<file path="config.mk">
export PLATFORM = sky130hd
export DESIGN_NAME = afws_status
export DESIGN_NICKNAME = d
export VERILOG_FILES = /design/src/logic/afws_status.v /design/src/logic/afws_sync.v
export VERILOG_INCLUDE_DIRS = /design/src /design/src/shared
export SDC_FILE = /design/constraint.sdc
export NUM_CORES = 1
export LEC_CHECK = 0
export BUFFER_PORTS_ARGS = -buffer_cell sky130_fd_sc_hd__buf_4
export CAP_MARGIN = 20
export CORE_MARGIN = 8
export CORE_UTILIZATION = 30
export CTS_CLUSTER_DIAMETER = 80
export DETAILED_ROUTE_END_ITERATION = 8
export REMOVE_ABC_BUFFERS = 1
export SETUP_SLACK_MARGIN = 0.3
export SYNTH_ARGS = -nofsm -noshare
export SYNTH_HDL_FRONTEND = slang
export SYNTH_SLANG_ARGS = --single-unit
</file>
<file path="constraint.sdc">
create_clock -name sys_clk -period 1.5 [get_ports sys_clk]
set_input_delay 0.075 -clock sys_clk [delete_from_list [all_inputs] [get_ports sys_clk]]
set_output_delay 0.075 -clock sys_clk [all_outputs]
set_load 0.02 [all_outputs]
</file>
<file path="src/shared/afws_consts.vh">
// register offsets, field positions and reset values of the amplifier fault/warning status block
`ifndef AFWS_CONSTS_VH
`define AFWS_CONSTS_VH

// register offsets on the control port
`define AFWS_OFS_SUPPLY_CLOCK 8'h71
`define AFWS_OFS_THERMAL_LIMIT 8'h72
`define AFWS_OFS_ALERT 8'h73
`define AFWS_OFS_REPORT_MASK 8'h75
`define AFWS_OFS_FAULT_CLEAR 8'h78

// supply and clock error status fields
`define AFWS_BIT_SUPPLY_UV 0
`define AFWS_BIT_SUPPLY_OV 1
`define AFWS_BIT_CLOCK_FAIL 2

// thermal and current-limit error status fields
`define AFWS_BIT_THERMAL_SD 0
`define AFWS_BIT_LEFT_CBC_ERR 1
`define AFWS_BIT_RIGHT_CBC_ERR 2

// alert status fields
`define AFWS_BIT_HEAT_L1 0
`define AFWS_BIT_HEAT_L2 1
`define AFWS_BIT_HEAT_L3 2
`define AFWS_BIT_HEAT_L4 3
`define AFWS_BIT_RIGHT_CBC_ALERT 4
`define AFWS_BIT_LEFT_CBC_ALERT 5

// report mask fields
`define AFWS_BIT_MASK_CBC_ERR 0
`define AFWS_BIT_MASK_CBC_ALERT 1
`define AFWS_BIT_HEAT_ALERT_MASK 2

// fault clear field
`define AFWS_BIT_FAULT_CLEAR 7

// reset values
`define AFWS_RST_STATUS 8'h00
`define AFWS_RST_MASK 3'h0

// heat alert thresholds in degrees C: 112, 122, 134, 146
`define AFWS_HEAT_L1_DEG 8'h70
`define AFWS_HEAT_L2_DEG 8'h7A
`define AFWS_HEAT_L3_DEG 8'h86
`define AFWS_HEAT_L4_DEG 8'h92

`endif

</file>
<file path="src/logic/afws_status.v">
// fault and warning status registers, output shutdown and error pin of the amplifier
`timescale 1ns/1ns
`include "afws_consts.vh"

module afws_status (
    input wire sys_clk,
    input wire rst,
    // raw condition levels from the analog detectors
    input wire clock_fail_in,
    input wire supply_over_voltage_in,
    input wire supply_under_voltage_in,
    input wire thermal_shutdown_in,
    input wire left_current_limit_error_in,
    input wire right_current_limit_error_in,
    input wire left_current_limit_alert_in,
    input wire right_current_limit_alert_in,
    // die temperature in degrees C from on-clock sensor logic
    input wire [7:0] die_temp,
    // register port
    input wire [7:0] reg_addr,
    input wire reg_wr_en,
    input wire [7:0] reg_wr_data,
    input wire reg_rd_en,
    output reg [7:0] reg_rd_data_r,
    // pins
    output reg power_hiz_r,
    output reg error_indicator_n_r
);

    // index of each condition in the synchroniser vector
    localparam IDX_CLK = 0;
    localparam IDX_OV = 1;
    localparam IDX_UV = 2;
    localparam IDX_TSD = 3;
    localparam IDX_LERR = 4;
    localparam IDX_RERR = 5;
    localparam IDX_LALT = 6;
    localparam IDX_RALT = 7;

    wire [7:0] raw_cond;
    wire [7:0] live_cond;

    // temperature comparison used for every heat level
    function at_or_above;
        input [7:0] temp;
        input [7:0] limit;
        begin
            at_or_above = (temp >= limit);
        end
    endfunction

    // 8-bit register read with reserved bits forced low
    function [7:0] place_bits;
        input [7:0] value;
        input [7:0] used;
        begin
            place_bits = value & used;
        end
    endfunction

    assign raw_cond = {right_current_limit_alert_in, left_current_limit_alert_in,
                       right_current_limit_error_in, left_current_limit_error_in,
                       thermal_shutdown_in, supply_under_voltage_in,
                       supply_over_voltage_in, clock_fail_in};

    // analog levels come from outside the clock domain
    afws_sync #(
        .WIDTH(8)
    ) u_sync (
        .sys_clk(sys_clk),
        .rst(rst),
        .async_in(raw_cond),
        .sync_out(live_cond)
    );

    // sticky flags
    reg clock_fail_flag_r;
    reg supply_over_voltage_flag_r;
    reg supply_under_voltage_flag_r;
    reg thermal_shutdown_flag_r;
    reg left_current_limit_error_flag_r;
    reg right_current_limit_error_flag_r;
    reg left_current_limit_alert_flag_r;
    reg right_current_limit_alert_flag_r;
    reg heat_alert_level_one_r;
    reg heat_alert_level_two_r;
    reg heat_alert_level_three_r;
    reg heat_alert_level_four_r;

    // report mask bits
    reg [2:0] report_mask_r;

    wire heat_alert_mask;
    wire mask_cbc_err;
    wire mask_cbc_alert;
    wire clear_pulse;
    wire mask_write;
    wire heat_l1_now;
    wire heat_l2_now;
    wire heat_l3_now;
    wire heat_l4_now;
    wire serious_live;
    wire serious_flags;
    wire unmasked_other;

    assign heat_alert_mask = report_mask_r[`AFWS_BIT_HEAT_ALERT_MASK];
    assign mask_cbc_err = report_mask_r[`AFWS_BIT_MASK_CBC_ERR];
    assign mask_cbc_alert = report_mask_r[`AFWS_BIT_MASK_CBC_ALERT];

    // fault clear write decode
    // clear bit strobe
    assign clear_pulse = reg_wr_en && (reg_addr == `AFWS_OFS_FAULT_CLEAR)
                         && reg_wr_data[`AFWS_BIT_FAULT_CLEAR];
    // writes to the status offsets decode to nothing, so they are dropped
    assign mask_write = reg_wr_en && (reg_addr == `AFWS_OFS_REPORT_MASK);

    // heat levels compared against die temperature
    // all four heat thresholds, highest first
    assign heat_l4_now = at_or_above(die_temp, `AFWS_HEAT_L4_DEG);
    assign heat_l3_now = at_or_above(die_temp, `AFWS_HEAT_L3_DEG);
    assign heat_l2_now = at_or_above(die_temp, `AFWS_HEAT_L2_DEG);
    assign heat_l1_now = at_or_above(die_temp, `AFWS_HEAT_L1_DEG);

    // power stage comes back on its own once the condition clears; flags and the error pin wait for the host
    // live serious conditions; shutdown tracks them, not the flags
    // recovery follows the live clock level
    // recovery follows the live supply and thermal levels
    assign serious_live = live_cond[IDX_CLK] | live_cond[IDX_OV] | live_cond[IDX_UV] | live_cond[IDX_TSD];

    // sticky serious flags always reach the pin
    // serious faults reported
    assign serious_flags = clock_fail_flag_r | supply_over_voltage_flag_r
                           | supply_under_voltage_flag_r | thermal_shutdown_flag_r;

    // maskable flags
    // current-limit error, current-limit alert and heat alert mask gates
    assign unmasked_other = ((left_current_limit_error_flag_r | right_current_limit_error_flag_r) & ~mask_cbc_err)
                            | ((left_current_limit_alert_flag_r | right_current_limit_alert_flag_r) & ~mask_cbc_alert)
                            | ((heat_alert_level_one_r | heat_alert_level_two_r | heat_alert_level_three_r
                                | heat_alert_level_four_r) & ~heat_alert_mask);

    // supply and clock flags; a new event wins over a clear in the same cycle
    // hold until cleared
    always @(posedge sys_clk or posedge rst) begin
        if (rst) begin
            clock_fail_flag_r <= 1'b0;
            supply_over_voltage_flag_r <= 1'b0;
            supply_under_voltage_flag_r <= 1'b0;
        end else begin
            clock_fail_flag_r <= live_cond[IDX_CLK] | (clock_fail_flag_r & ~clear_pulse);
            supply_over_voltage_flag_r <= live_cond[IDX_OV] | (supply_over_voltage_flag_r & ~clear_pulse);
            supply_under_voltage_flag_r <= live_cond[IDX_UV] | (supply_under_voltage_flag_r & ~clear_pulse);
        end
    end

    // thermal shutdown and current-limit error flags
    always @(posedge sys_clk or posedge rst) begin
        if (rst) begin
            thermal_shutdown_flag_r <= 1'b0;
            left_current_limit_error_flag_r <= 1'b0;
            right_current_limit_error_flag_r <= 1'b0;
        end else begin
            thermal_shutdown_flag_r <= live_cond[IDX_TSD] | (thermal_shutdown_flag_r & ~clear_pulse);
            left_current_limit_error_flag_r <= live_cond[IDX_LERR]
                                               | (left_current_limit_error_flag_r & ~clear_pulse);
            right_current_limit_error_flag_r <= live_cond[IDX_RERR]
                                                | (right_current_limit_error_flag_r & ~clear_pulse);
        end
    end

    // alert flags
    always @(posedge sys_clk or posedge rst) begin
        if (rst) begin
            left_current_limit_alert_flag_r <= 1'b0;
            right_current_limit_alert_flag_r <= 1'b0;
            heat_alert_level_one_r <= 1'b0;
            heat_alert_level_two_r <= 1'b0;
            heat_alert_level_three_r <= 1'b0;
            heat_alert_level_four_r <= 1'b0;
        end else begin
            left_current_limit_alert_flag_r <= live_cond[IDX_LALT]
                                               | (left_current_limit_alert_flag_r & ~clear_pulse);
            right_current_limit_alert_flag_r <= live_cond[IDX_RALT]
                                                | (right_current_limit_alert_flag_r & ~clear_pulse);
            heat_alert_level_four_r <= heat_l4_now | (heat_alert_level_four_r & ~clear_pulse);
            heat_alert_level_three_r <= heat_l3_now | (heat_alert_level_three_r & ~clear_pulse);
            heat_alert_level_two_r <= heat_l2_now | (heat_alert_level_two_r & ~clear_pulse);
            heat_alert_level_one_r <= heat_l1_now | (heat_alert_level_one_r & ~clear_pulse);
        end
    end

    // report mask register, software written
    always @(posedge sys_clk or posedge rst) begin
        if (rst) begin
            report_mask_r <= `AFWS_RST_MASK;
        end else if (mask_write) begin
            report_mask_r <= reg_wr_data[2:0];
        end
    end

    // status words assembled from the flags
    reg [7:0] supply_clock_word;
    reg [7:0] thermal_limit_word;
    reg [7:0] alert_word;

    always @* begin
        supply_clock_word = `AFWS_RST_STATUS;
        supply_clock_word[`AFWS_BIT_SUPPLY_UV] = supply_under_voltage_flag_r;
        supply_clock_word[`AFWS_BIT_SUPPLY_OV] = supply_over_voltage_flag_r;
        supply_clock_word[`AFWS_BIT_CLOCK_FAIL] = clock_fail_flag_r;
        thermal_limit_word = `AFWS_RST_STATUS;
        thermal_limit_word[`AFWS_BIT_THERMAL_SD] = thermal_shutdown_flag_r;
        thermal_limit_word[`AFWS_BIT_LEFT_CBC_ERR] = left_current_limit_error_flag_r;
        thermal_limit_word[`AFWS_BIT_RIGHT_CBC_ERR] = right_current_limit_error_flag_r;
        alert_word = `AFWS_RST_STATUS;
        alert_word[`AFWS_BIT_HEAT_L1] = heat_alert_level_one_r;
        alert_word[`AFWS_BIT_HEAT_L2] = heat_alert_level_two_r;
        alert_word[`AFWS_BIT_HEAT_L3] = heat_alert_level_three_r;
        alert_word[`AFWS_BIT_HEAT_L4] = heat_alert_level_four_r;
        alert_word[`AFWS_BIT_RIGHT_CBC_ALERT] = right_current_limit_alert_flag_r;
        alert_word[`AFWS_BIT_LEFT_CBC_ALERT] = left_current_limit_alert_flag_r;
    end

    // read mux; unmapped and write-only addresses read zero
    reg [7:0] rd_nxt;

    always @* begin
        rd_nxt = 8'h00;
        case (reg_addr)
            // upper bits of the supply/clock word are not modelled and read zero
            `AFWS_OFS_SUPPLY_CLOCK: begin
                rd_nxt = place_bits(supply_clock_word, 8'h07);
            end
            `AFWS_OFS_THERMAL_LIMIT: begin
                rd_nxt = place_bits(thermal_limit_word, 8'h07);
            end
            `AFWS_OFS_ALERT: begin
                rd_nxt = place_bits(alert_word, 8'h3F);
            end
            `AFWS_OFS_REPORT_MASK: begin
                rd_nxt = {5'h00, report_mask_r};
            end
            default: begin
                rd_nxt = 8'h00;
            end
        endcase
    end

    // read data register, held between reads
    // a write never disturbs the last word read
    always @(posedge sys_clk or posedge rst) begin
        if (rst) begin
            reg_rd_data_r <= 8'h00;
        end else if (reg_rd_en) begin
            reg_rd_data_r <= rd_nxt;
        end
    end

    // power stage shutdown and error pin
    // the pin uses the sticky flags so a short fault is never missed
    always @(posedge sys_clk or posedge rst) begin
        if (rst) begin
            power_hiz_r <= 1'b0;
            error_indicator_n_r <= 1'b1;
        end else begin
            power_hiz_r <= serious_live;
            // pin low while any unmasked flag set
            error_indicator_n_r <= ~(serious_flags | unmasked_other);
        end
    end

endmodule

</file>
<file path="src/logic/afws_sync.v">
// two-flop synchroniser for a group of independent level inputs
`timescale 1ns/1ns

module afws_sync #(
    parameter WIDTH = 8
) (
    input wire sys_clk,
    input wire rst,
    input wire [WIDTH-1:0] async_in,
    output wire [WIDTH-1:0] sync_out
);

    reg [WIDTH-1:0] meta_r;
    reg [WIDTH-1:0] stable_r;

    // first stage feeds only the second stage
    always @(posedge sys_clk or posedge rst) begin
        if (rst) begin
            meta_r <= {WIDTH{1'b0}};
            stable_r <= {WIDTH{1'b0}};
        end else begin
            meta_r <= async_in;
            stable_r <= meta_r;
        end
    end

    assign sync_out = stable_r;

endmodule

</file>
# After elaboration in Yosys (flattened, before gate mapping)
# Cells that the tools add are included.
# op_classes
magnitude_cmp	4
n_eq_ne	5
muxes	1
n_bitwise	46
n_reduce_logical	3
# ops
cell	count
8-bit by 7-bit == test with 1-bit output, second input constant	5
1-bit OR	26
6-bit one-hot mux with 4 select lines	1
8-bit by 7-bit greater-or-equal comparator with 1-bit output, second input constant	2
8-bit greater-or-equal comparator, second input constant	2
1-bit bitwise AND	15
1-bit NOT	5
1-bit logical AND	3
# word_totals
regBits	41
out_inout_bits	10
word_cells	77

# Depth between registers and ports, before layout
# Gate-level depths: netlist (run 1).
# logic_depth
word_depth	7
ltp_mapped	5
depth_no_buf	3

# Cells and area by module
# From an unflattened synthesis (run 1), not the netlist that was laid out.
# hier_totals
cells_unflattened	110
hier_area_um2	1500.2
# modules_own_cells
mod	instances	cells_each	area_each_um2	seq_area_each_um2
afws_status	1	93	1096.1	576.8
afws_sync	1	17	404.1	400.4

# Worst setup path after synthesis (run 1)
# OpenSTA, ideal clock, no wires.
# synth_timing
path_type	input -> register
startpoint	input reg_addr[0]
endpoint	register heat_alert_level_four_r
setup_time_ps	121
t_arrival_ps	991
required_time_ps	1379
slack_ps	388
cell_stages	5
n_path_buf	2
path_cell_list	buf_2 -> and4bb_1 -> nand4b_1 -> buf_2 -> a22o_1
# synth_between
elab_chain_cells	6
# synth_rtl
element	line	text
from (decl)	afws_status.v:20	input wire [7:0] reg_addr,
8-bit by 7-bit == test with 1-bit output (no source line)	n/a	
1-bit logical AND (2 in series)	afws_status.v:112	assign clear_pulse = reg_wr_en && (reg_addr == `AFWS_OFS_FAULT_CLEAR)
1-bit NOT	afws_status.v:185	heat_alert_level_four_r <= heat_l4_now | (heat_alert_level_four_r & ~clear_pulse);
1-bit bitwise AND	afws_status.v:185	
1-bit OR	afws_status.v:185	
to (signal assigned)	afws_status.v:185	
to (decl)	afws_status.v:88	reg heat_alert_level_four_r;
# Every way passes these cells.
# A chain may end at the register's enable or synchronous reset.

# Final worst setup path (run 1)
# layout_timing
startpoint	register heat_alert_level_three_r
endpoint	register error_indicator_n_r
# layout_between
elab_chain_cells	6
# layout_rtl
element	line	text
from (decl)	afws_status.v:87	reg heat_alert_level_three_r;
from (signal assigned)	afws_status.v:186	heat_alert_level_three_r <= heat_l3_now | (heat_alert_level_three_r & ~clear_pulse);
1-bit OR	afws_status.v:139	| ((heat_alert_level_one_r | heat_alert_level_two_r | heat_alert_level_three_r
1-bit OR	afws_status.v:140	| heat_alert_level_four_r) & ~heat_alert_mask);
1-bit bitwise AND	afws_status.v:140	
1-bit OR	afws_status.v:139	
1-bit OR	afws_status.v:268	error_indicator_n_r <= ~(serious_flags | unmasked_other);
1-bit NOT	afws_status.v:268	
to (signal assigned)	afws_status.v:268	
to (decl)	afws_status.v:27	output reg error_indicator_n_r
# Every way passes these cells.

==> impl.org, run 1 <==
** Outcome
- The flow ran to the end, and the final reports show no timing, DRC or antenna violations.

** Route
- After the first detailed-routing iteration, the DRC count stood at 38.
- Final ANT Viol Nets :: 0
- The first TritonRoute pass finished after 4 iterations.
- Post-DR vias/cell :: ~4.4
- After detailed routing, the number of remaining DRC violations is 0.
- Total length of routed wires :: approximately 3000 um
- Final routed wire length divided by cell count :: between 10 and 15 um
- Detailed routing inserted a total of roughly 1000 vias.

** Global route
- After global routing, the most crowded layer is met2.
- Vias in the first global route :: 1103
- In the global route stage, overall resource usage came out at 0.0874.
- Maximum number of pins on one net before global-route repair :: 40
- GR met2 Demand/Resource :: 0.133
- For this run, global-route usage on met3 was measured as 0.0463.
- Met1 track demand over resource :: 0.0997
- Initial antenna violation count :: 0
- The first global-routing pass estimated 5090 um of wire.
- Summed over all layers, the global routing overflow is 0.

** Worst setup path
- Tracing the worst setup path back leads to its startpoint at heat_alert_level_three_r$_DFF_PP0_.
- Required time of the critical path :: 1.71 ns
- Setup crit start kind :: flop
- CP endpoint kind :: flop
- The worst register-to-register path begins at heat_alert_level_three_r$_DFF_PP0_.
- Crit Path Max Fanout :: 3
- Data arrival at the endpoint of the critical path :: 1.34 ns
- Crit path kind :: reg2reg

** Layout
- Final design utilization :: 0.434
- After the last flow step, the layout net total stands at between 200 and 250.
- The top cell types in the final layout, fill and taps aside, are sky130_fd_sc_hd__buf_4 (40), sky130_fd_sc_hd__dfrtp_1 (38), sky130_fd_sc_hd__dlygate4sd3_1 (10).
- In the final layout, the share of cells above drive strength 1 is 0.311.
- Area overhead of the layout relative to synthesis :: 37.8%
- The repair_antennas step left the layout with diodes totalling 0.
- Leaving out fill and tap cells, the most frequent cell in the layout is sky130_fd_sc_hd__buf_4.
- The filler cells instantiated in the layout total 448.

** Power and ir drop
- Leak pwr :: 0.909 nW
- The worst-case IR drop observed on VDD is approximately 600 uV.
- In this run the power density over the cells is 1030 mW/mm^2.

** Floorplan
- 46 I/O pins were placed.
- # rows :: 25
- The floorplan step defined a core boundary enclosing 0.00475 sq mm.
- Die Footprint :: between 0.007 and 0.008 sq mm
- In this run the vertical extent of the chip is 86.7 um.
- The floorplan step set the die width to 86.7 um.
- Starting utilization of the core area :: 0.315

** Worst hold path
- Type of the tightest min-delay check :: in2reg
- The worst hold path begins at reg_wr_data[0].

** Clock network
- Number of buffers inserted by post-CTS setup repair :: 0
- Clock-pin slew was measured on the worst setup and hold paths at ~0.070 ns.
- The later pin in the worst-skew pair is clocked with a latency of approximately 0.28 ns.
- Number of H-tree levels :: 2
- Clock buffers created by TritonCTS :: 5
- The longest clock path from root to sink contains 2 buffers.
- Post-CTS sizing :: 0
- For this design, the sink count on the clock tree is 39.
- CTS tree :: built
- Number of hold buffers added after cts :: 10
- The tree is rooted in a sky130_fd_sc_hd__clkbuf_8.

** STA
- The total count of max-transition violations in the final report is 0.
- Dividing the final minimum period by the clock period gives 0.751.
- Adding up every negative setup slack in the final design gives 0 ns.
- # setup viols final :: 0
- Fmax :: 887 MHz
- Clock skew after layout :: between 0.005 and 0.006 ns
- Setup repair after global routing left no endpoint under its margin.
- Post-layout min period :: ~1.1 ns
- The count of endpoints failing hold in the final timing report was 0.

** Yosys
- During synthesis, Yosys emitted a total of 0 warnings.
- Top cells by area in the synthesized netlist :: sky130_fd_sc_hd__dfrtp_1 (63%), sky130_fd_sc_hd__mux2i_1 (4.0%), sky130_fd_sc_hd__a21o_1 (4.0%)
- Fraction of synthesized cell area taken by the top area cell type :: 0.635
- The share of the Yosys chip area taken by registers is 0.652.
- The netlist uses 33 different library cells.
- sky130_fd_sc_hd__dfrtp_1 takes more of the synthesized area than any other cell.
- Cell area after technology mapping :: about 0.0015 sq mm
- A synthesized cell averages 13.1 sq um.
- In the synthesized netlist, the number of instances is about 110.
- The synthesized design contains 39 register bits.

** Flow run
- Max-cap violation count :: 0

** Placement
- Port buffering added 38 buffers.
- Total half-perimeter wirelength after legalization and detailed placement :: 2330 um
- At the end of routability-driven placement, the weighted congestion stood at between 0.7 and 0.8.
==> worst max-delay path, cell delays in order (launching register included) <==
cell	delay, ns
sky130_fd_sc_hd__dfrtp_1	0.40
sky130_fd_sc_hd__nor4_1	0.37
sky130_fd_sc_hd__o221ai_1	0.16
sky130_fd_sc_hd__nor2_1	0.12
==> cell families after synthesis <==
group | share of synthesized area
flops | 0.652
simple gates | 0.109
mux | 0.0627
other cells | 0.00250
buf+inv | 0.0443
compound gates | 0.129
==> power by group <==
part | internal, mW | switching (mW)
Clock | 0.538 | 0.336
Combinational | 0.0950 | 0.0704
Sequential | 1.08 | 0.0102
Total | 1.71 | 0.416
==> per-stage QoR <==
| step | setup slack (ns) | hold WS [ns] | total power, mW | cell area [sq um] | instances |
|---|---|---|---|---|---|
| after floorplan | 0.287 | 0.106 | 1.16 | 1460 | 109 |
| after global placement | 0.165 | 0.184 | 1.25 | 1850 | 216 |
| after detailed placement | 0.148 | 0.186 | 1.26 | 1850 | 216 |
| after CTS | 0.354 | 0.0127 | 2.16 | 2060 | 234 |
| after global routing | 0.316 | 0.0168 | 2.23 | 2060 | 234 |
| final | 0.373 | 0.0260 | 2.13 | 2060 | 234 |
==> synthesized netlist by cell type <==
| cell type | number |
|---|---|
| sky130_fd_sc_hd__dfrtp_1 | 38 |
| sky130_fd_sc_hd__a21o_1 | 8 |
| sky130_fd_sc_hd__inv_1 | 7 |
| sky130_fd_sc_hd__nand2_1 | 7 |
| sky130_fd_sc_hd__mux2i_1 | 6 |
| sky130_fd_sc_hd__nor2_1 | 6 |
| sky130_fd_sc_hd__o22ai_1 | 6 |
| sky130_fd_sc_hd__mux2_2 | 3 |
| sky130_fd_sc_hd__o22a_1 | 3 |
| sky130_fd_sc_hd__a22o_1 | 2 |
| sky130_fd_sc_hd__and4b_1 | 2 |
| sky130_fd_sc_hd__buf_2 | 2 |
| sky130_fd_sc_hd__buf_4 | 2 |
| sky130_fd_sc_hd__nor4_1 | 2 |
| sky130_fd_sc_hd__or3b_1 | 2 |
| sky130_fd_sc_hd__a211o_1 | 1 |
| sky130_fd_sc_hd__a221o_1 | 1 |
| sky130_fd_sc_hd__and3_1 | 1 |
| sky130_fd_sc_hd__and3b_1 | 1 |
| sky130_fd_sc_hd__and4bb_1 | 1 |
| sky130_fd_sc_hd__buf_6 | 1 |
| sky130_fd_sc_hd__clkbuf_1 | 1 |
| sky130_fd_sc_hd__conb_1 | 1 |
| sky130_fd_sc_hd__dfstp_2 | 1 |
| sky130_fd_sc_hd__nand3_1 | 1 |
| sky130_fd_sc_hd__nand4b_1 | 1 |
| sky130_fd_sc_hd__nor2b_1 | 1 |
| sky130_fd_sc_hd__nor4bb_1 | 1 |
| sky130_fd_sc_hd__o2111ai_1 | 1 |
| sky130_fd_sc_hd__o21a_1 | 1 |
| sky130_fd_sc_hd__o221ai_1 | 1 |
| sky130_fd_sc_hd__o31ai_1 | 1 |
| sky130_fd_sc_hd__or4_1 | 1 |
==> metal layers <==
layer	vias to the layer above	wire, um
met3	5	269
met4	0	41
li1	511	-
met1	477	1340
met5	-	0
met2	35	1390
==> cell type report <==
type	count	area, sq um	share of cell area
multi-input cells	63	458	0.222
clock buffers	6	82.6	0.0400
well taps	67	83.8	0.0406
repair buffers	50	400	0.194
inverters	7	26.3	0.0127
flip-flops and latches	39	977	0.474
clock inverters	2	35.0	0.0170
==> state kept, by name, indices dropped and copies added (netlist names) <==
| name | flops |
|---|---|
| u_sync.meta_r | 8 |
| u_sync.sync_out | 8 |
| reg_rd_data_r | 6 |
| report_mask_r | 3 |
| clock_fail_flag_r | 1 |
| error_indicator_n_r | 1 |
| heat_alert_level_four_r | 1 |
| heat_alert_level_one_r | 1 |
| heat_alert_level_three_r | 1 |
| heat_alert_level_two_r | 1 |
| left_current_limit_alert_flag_r | 1 |
| left_current_limit_error_flag_r | 1 |
| power_hiz_r | 1 |
| right_current_limit_alert_flag_r | 1 |
| right_current_limit_error_flag_r | 1 |
| supply_over_voltage_flag_r | 1 |
| supply_under_voltage_flag_r | 1 |
| thermal_shutdown_flag_r | 1 |
==> worst paths after layout <==
path	endpoint	cells past startpoint	slack [ns]
worst max-delay path	error_indicator_n_r$_DFF_PP1_	3	0.37
max in group asynchronous	error_indicator_n_r$_DFF_PP1_	4	0.68
worst max register to register	error_indicator_n_r$_DFF_PP1_	3	0.37
min in group asynchronous	u_sync.meta_r[5]$_DFF_PP0_	4	0.46
worst min-delay path	report_mask_r[0]$_DFFE_PP0P_	2	0.03
worst min register to register	u_sync.sync_out[3]$_DFF_PP0_	0	0.35
Note: power is estimated with default switching activity, not from simulation.
==> run 2: changes to the inputs <==
==> constraint.sdc (replaced) <==
create_clock -name sys_clk -period 1.05 [get_ports sys_clk]
set_input_delay 0.0525 -clock sys_clk [delete_from_list [all_inputs] [get_ports sys_clk]]
set_output_delay 0.0525 -clock sys_clk [all_outputs]
set_load 0.02 [all_outputs]
==> impl.org, run 2 (synthesized netlist as in run 1, its figures left out) <==
** Outcome
- The run finished, with violations left.
- Failing checks :: negative hold slack, negative setup slack

** Global route
- The initial antenna violation count was 0.
- Vias in the first global route :: between 1000 and 1500
- The first global-routing pass estimated about 5500 um of wire.
- Entering global routing, the biggest net connects 40 pins.
- For this run, the total global-route usage over all layers was measured as 0.0944.
- Remaining global-route overflow :: 0

** Worst setup path
- Launching point of the worst reg2reg path :: heat_alert_level_three_r$_DFF_PP0_
- Data arrival at the endpoint of the critical path :: between 1 and 1.5 ns
- The worst register-to-register path has a depth of 3.
- Data on the critical path is required at its endpoint by between 1 and 1.5 ns.
- The worst setup path is of the reg2reg kind.
- Crit Path Max Fanout :: 2
- CP Launch Point :: heat_alert_level_three_r$_DFF_PP0_
- The worst setup path is captured at a flop.
- Setup crit start kind :: flop

** Layout
- Fill cell total of the finished layout :: 436
- The multi-input combinational cells in the finished layout cover a total of 489 sq um.
- Final design utilization :: 0.470
- Sequential standard cell area :: 977 sq um
- Layout cells sized above 1 :: 0.385
- Leaving out fill and tap cells, the most frequent cells in the layout are sky130_fd_sc_hd__dfrtp_1 (38), sky130_fd_sc_hd__buf_4 (38), sky130_fd_sc_hd__buf_6 (14).
- At the end of the flow, the number of nets in the layout was 214.
- Area overhead of the layout relative to synthesis :: 49.1%
- Non-filler cells in the finished layout :: between 200 and 250
- Number of antenna cells inserted :: 0
- Final Instance Area :: 0.00223 sq mm

** Clock network
- The longest clock path from root to sink contains 2 buffers.
- Number of H-tree levels :: 2
- Clock insertion delay at the later pin of the skew report :: about 0.29 ns
- The cell sitting at the root of the clock tree is a sky130_fd_sc_hd__clkbuf_8.
- Number of hold buffers added after cts :: 9
- Clock-pin slew reported for the worst setup and hold paths after clock tree synthesis :: about 0.070 ns
- Clock Sink Count :: 39
- CTS tree :: built
- In this run, CTS created clock tree buffers numbering 5.

** Floorplan
- In this run the horizontal extent of the chip is 86.7 um.
- The floorplan has 25 rows.
- CORE AREA :: around 0.0048 sq mm
- Starting utilization of the core area :: 0.315
- The die is 86.7 um tall.
- Die Footprint :: 0.00751 sq mm
- IO Count :: 46

** STA
- Final worst path period share :: 1.01
- Hold Vio Cnt, Final :: 3
- Post-layout min period :: 1.07 ns
- Count of final max-slew check failures :: 0
- Across the routed clock network, the largest skew measured is 0.00308 ns.
- Final Hold Slack :: -0.00547 ns
- # setup viols final :: 1
- For this run, the top clock speed supported by timing is between 900 and 1000 MHz.
- Worst setup slack after layout :: -0.0157 ns
- Setup repair after global routing could not meet its margin everywhere.

** Route
- DRC violations left :: 0
- Once detail routing completed, the nets flagged for antenna violations numbered 0.
- Drt pass-1 iters :: 4
- Using the TritonRoute via totals, the vias-per-cell ratio works out to about 4.6.
- The detailed router finished its first iteration with 20 violations.
- Dividing the detail-routed wire length by the instance count gives 13.4 um.
- Detailed-route via count :: approximately 1100
- Total length of routed wires :: approximately 3300 um

** Placement
- Dpl ws :: -0.172 ns
- Gp weighted congestion :: about 0.83
- Detailed placement finished with a half-perimeter wire length of 2490 um.
- Placement-stage cell area :: 0.00192 sq mm
- During placement, the flow inserted port buffers numbering 38.
- Total placed cells including tap cells :: 224

** Power and ir drop
- In this run the static leakage power is ~1 nW.
- Power density of the placed cells :: roughly 1300 mW/mm^2
- Worst IR Drop VDD :: slightly below 800 uV

** Worst hold path
- Type of the tightest min-delay check :: in2reg
- In this run the most critical hold path is launched from die_temp[7].
- Counting instances, the worst hold path has a depth of 2.

** Flow run
- Max-cap violation count :: 0
-- run 2: critical path, stage by stage (launching register included) --
cell,delay [ns]
sky130_fd_sc_hd__dfrtp_1,0.39
sky130_fd_sc_hd__nor4_2,0.31
sky130_fd_sc_hd__o221ai_1,0.17
sky130_fd_sc_hd__nor2_1,0.13
-- run 2: worst paths after layout --
check | end | slack (ns)
setup / recovery | error_indicator_n_r$_DFF_PP1_ | -0.02
hold / removal | heat_alert_level_one_r$_DFF_PP0_ | -0.005
setup reg to reg | error_indicator_n_r$_DFF_PP1_ | -0.02
hold reg to reg | u_sync.sync_out[5]$_DFF_PP0_ | 0.35
max in group asynchronous | error_indicator_n_r$_DFF_PP1_ | 0.43
min in group asynchronous | u_sync.meta_r[3]$_DFF_PP0_ | 0.37
-- run 2: layout make-up --
| class | count | area share |
|---|---|---|
| timing repair buffer | 62 | 0.248 |
| clock inverter | 1 | 0.00336 |
| sequential | 39 | 0.438 |
| clock buffer | 7 | 0.0431 |
| multi-input combinational | 63 | 0.219 |
| tap | 67 | 0.0375 |
| inverter | 7 | 0.0118 |
-- run 2: routing by layer --
| metal | vias up | global-route usage | share of wire |
|---|---|---|---|
| li1 | 534 | - | - |
| met1 | 534 | 0.0988 | 0.39 |
| met2 | 45 | 0.148 | 0.47 |
| met3 | 11 | 0.0539 | 0.12 |
| met4 | 0 | 0.0485 | 0.028 |
| met5 | - | 0 | 0 |
-- run 2: what timing repair did --
action	in CTS	in global routing
pin swaps	11	2
gates resized for setup	18	3
endpoints found under the hold margin	51	5
buffers inserted	2	3
endpoints found under the setup margin	28	28
-- run 2: stage by stage --
step                      power, mW  TNS (ns)  hold slack [ns]
after floorplan                1.66    -0.276           0.0839
after detailed placement       1.82     -2.25            0.128
after CTS                      2.95   -0.0199          -0.0162
after global placement         1.81     -1.83            0.121
after global routing           3.05   -0.0787          -0.0156
final                          2.91   -0.0157         -0.00547
-- run 2: where the power goes --
| part | switching, mW | internal (mW) | total [mW] | leakage (nW) |
|---|---|---|---|---|
| combinational | 0.107 | 0.159 | 0.266 | 0.496 |
| sequential | 0.0157 | 1.54 | 1.56 | 0.436 |
| clock | 0.493 | 0.597 | 1.09 | 0.0505 |
| total | 0.616 | 2.30 | 2.91 | 0.982 |
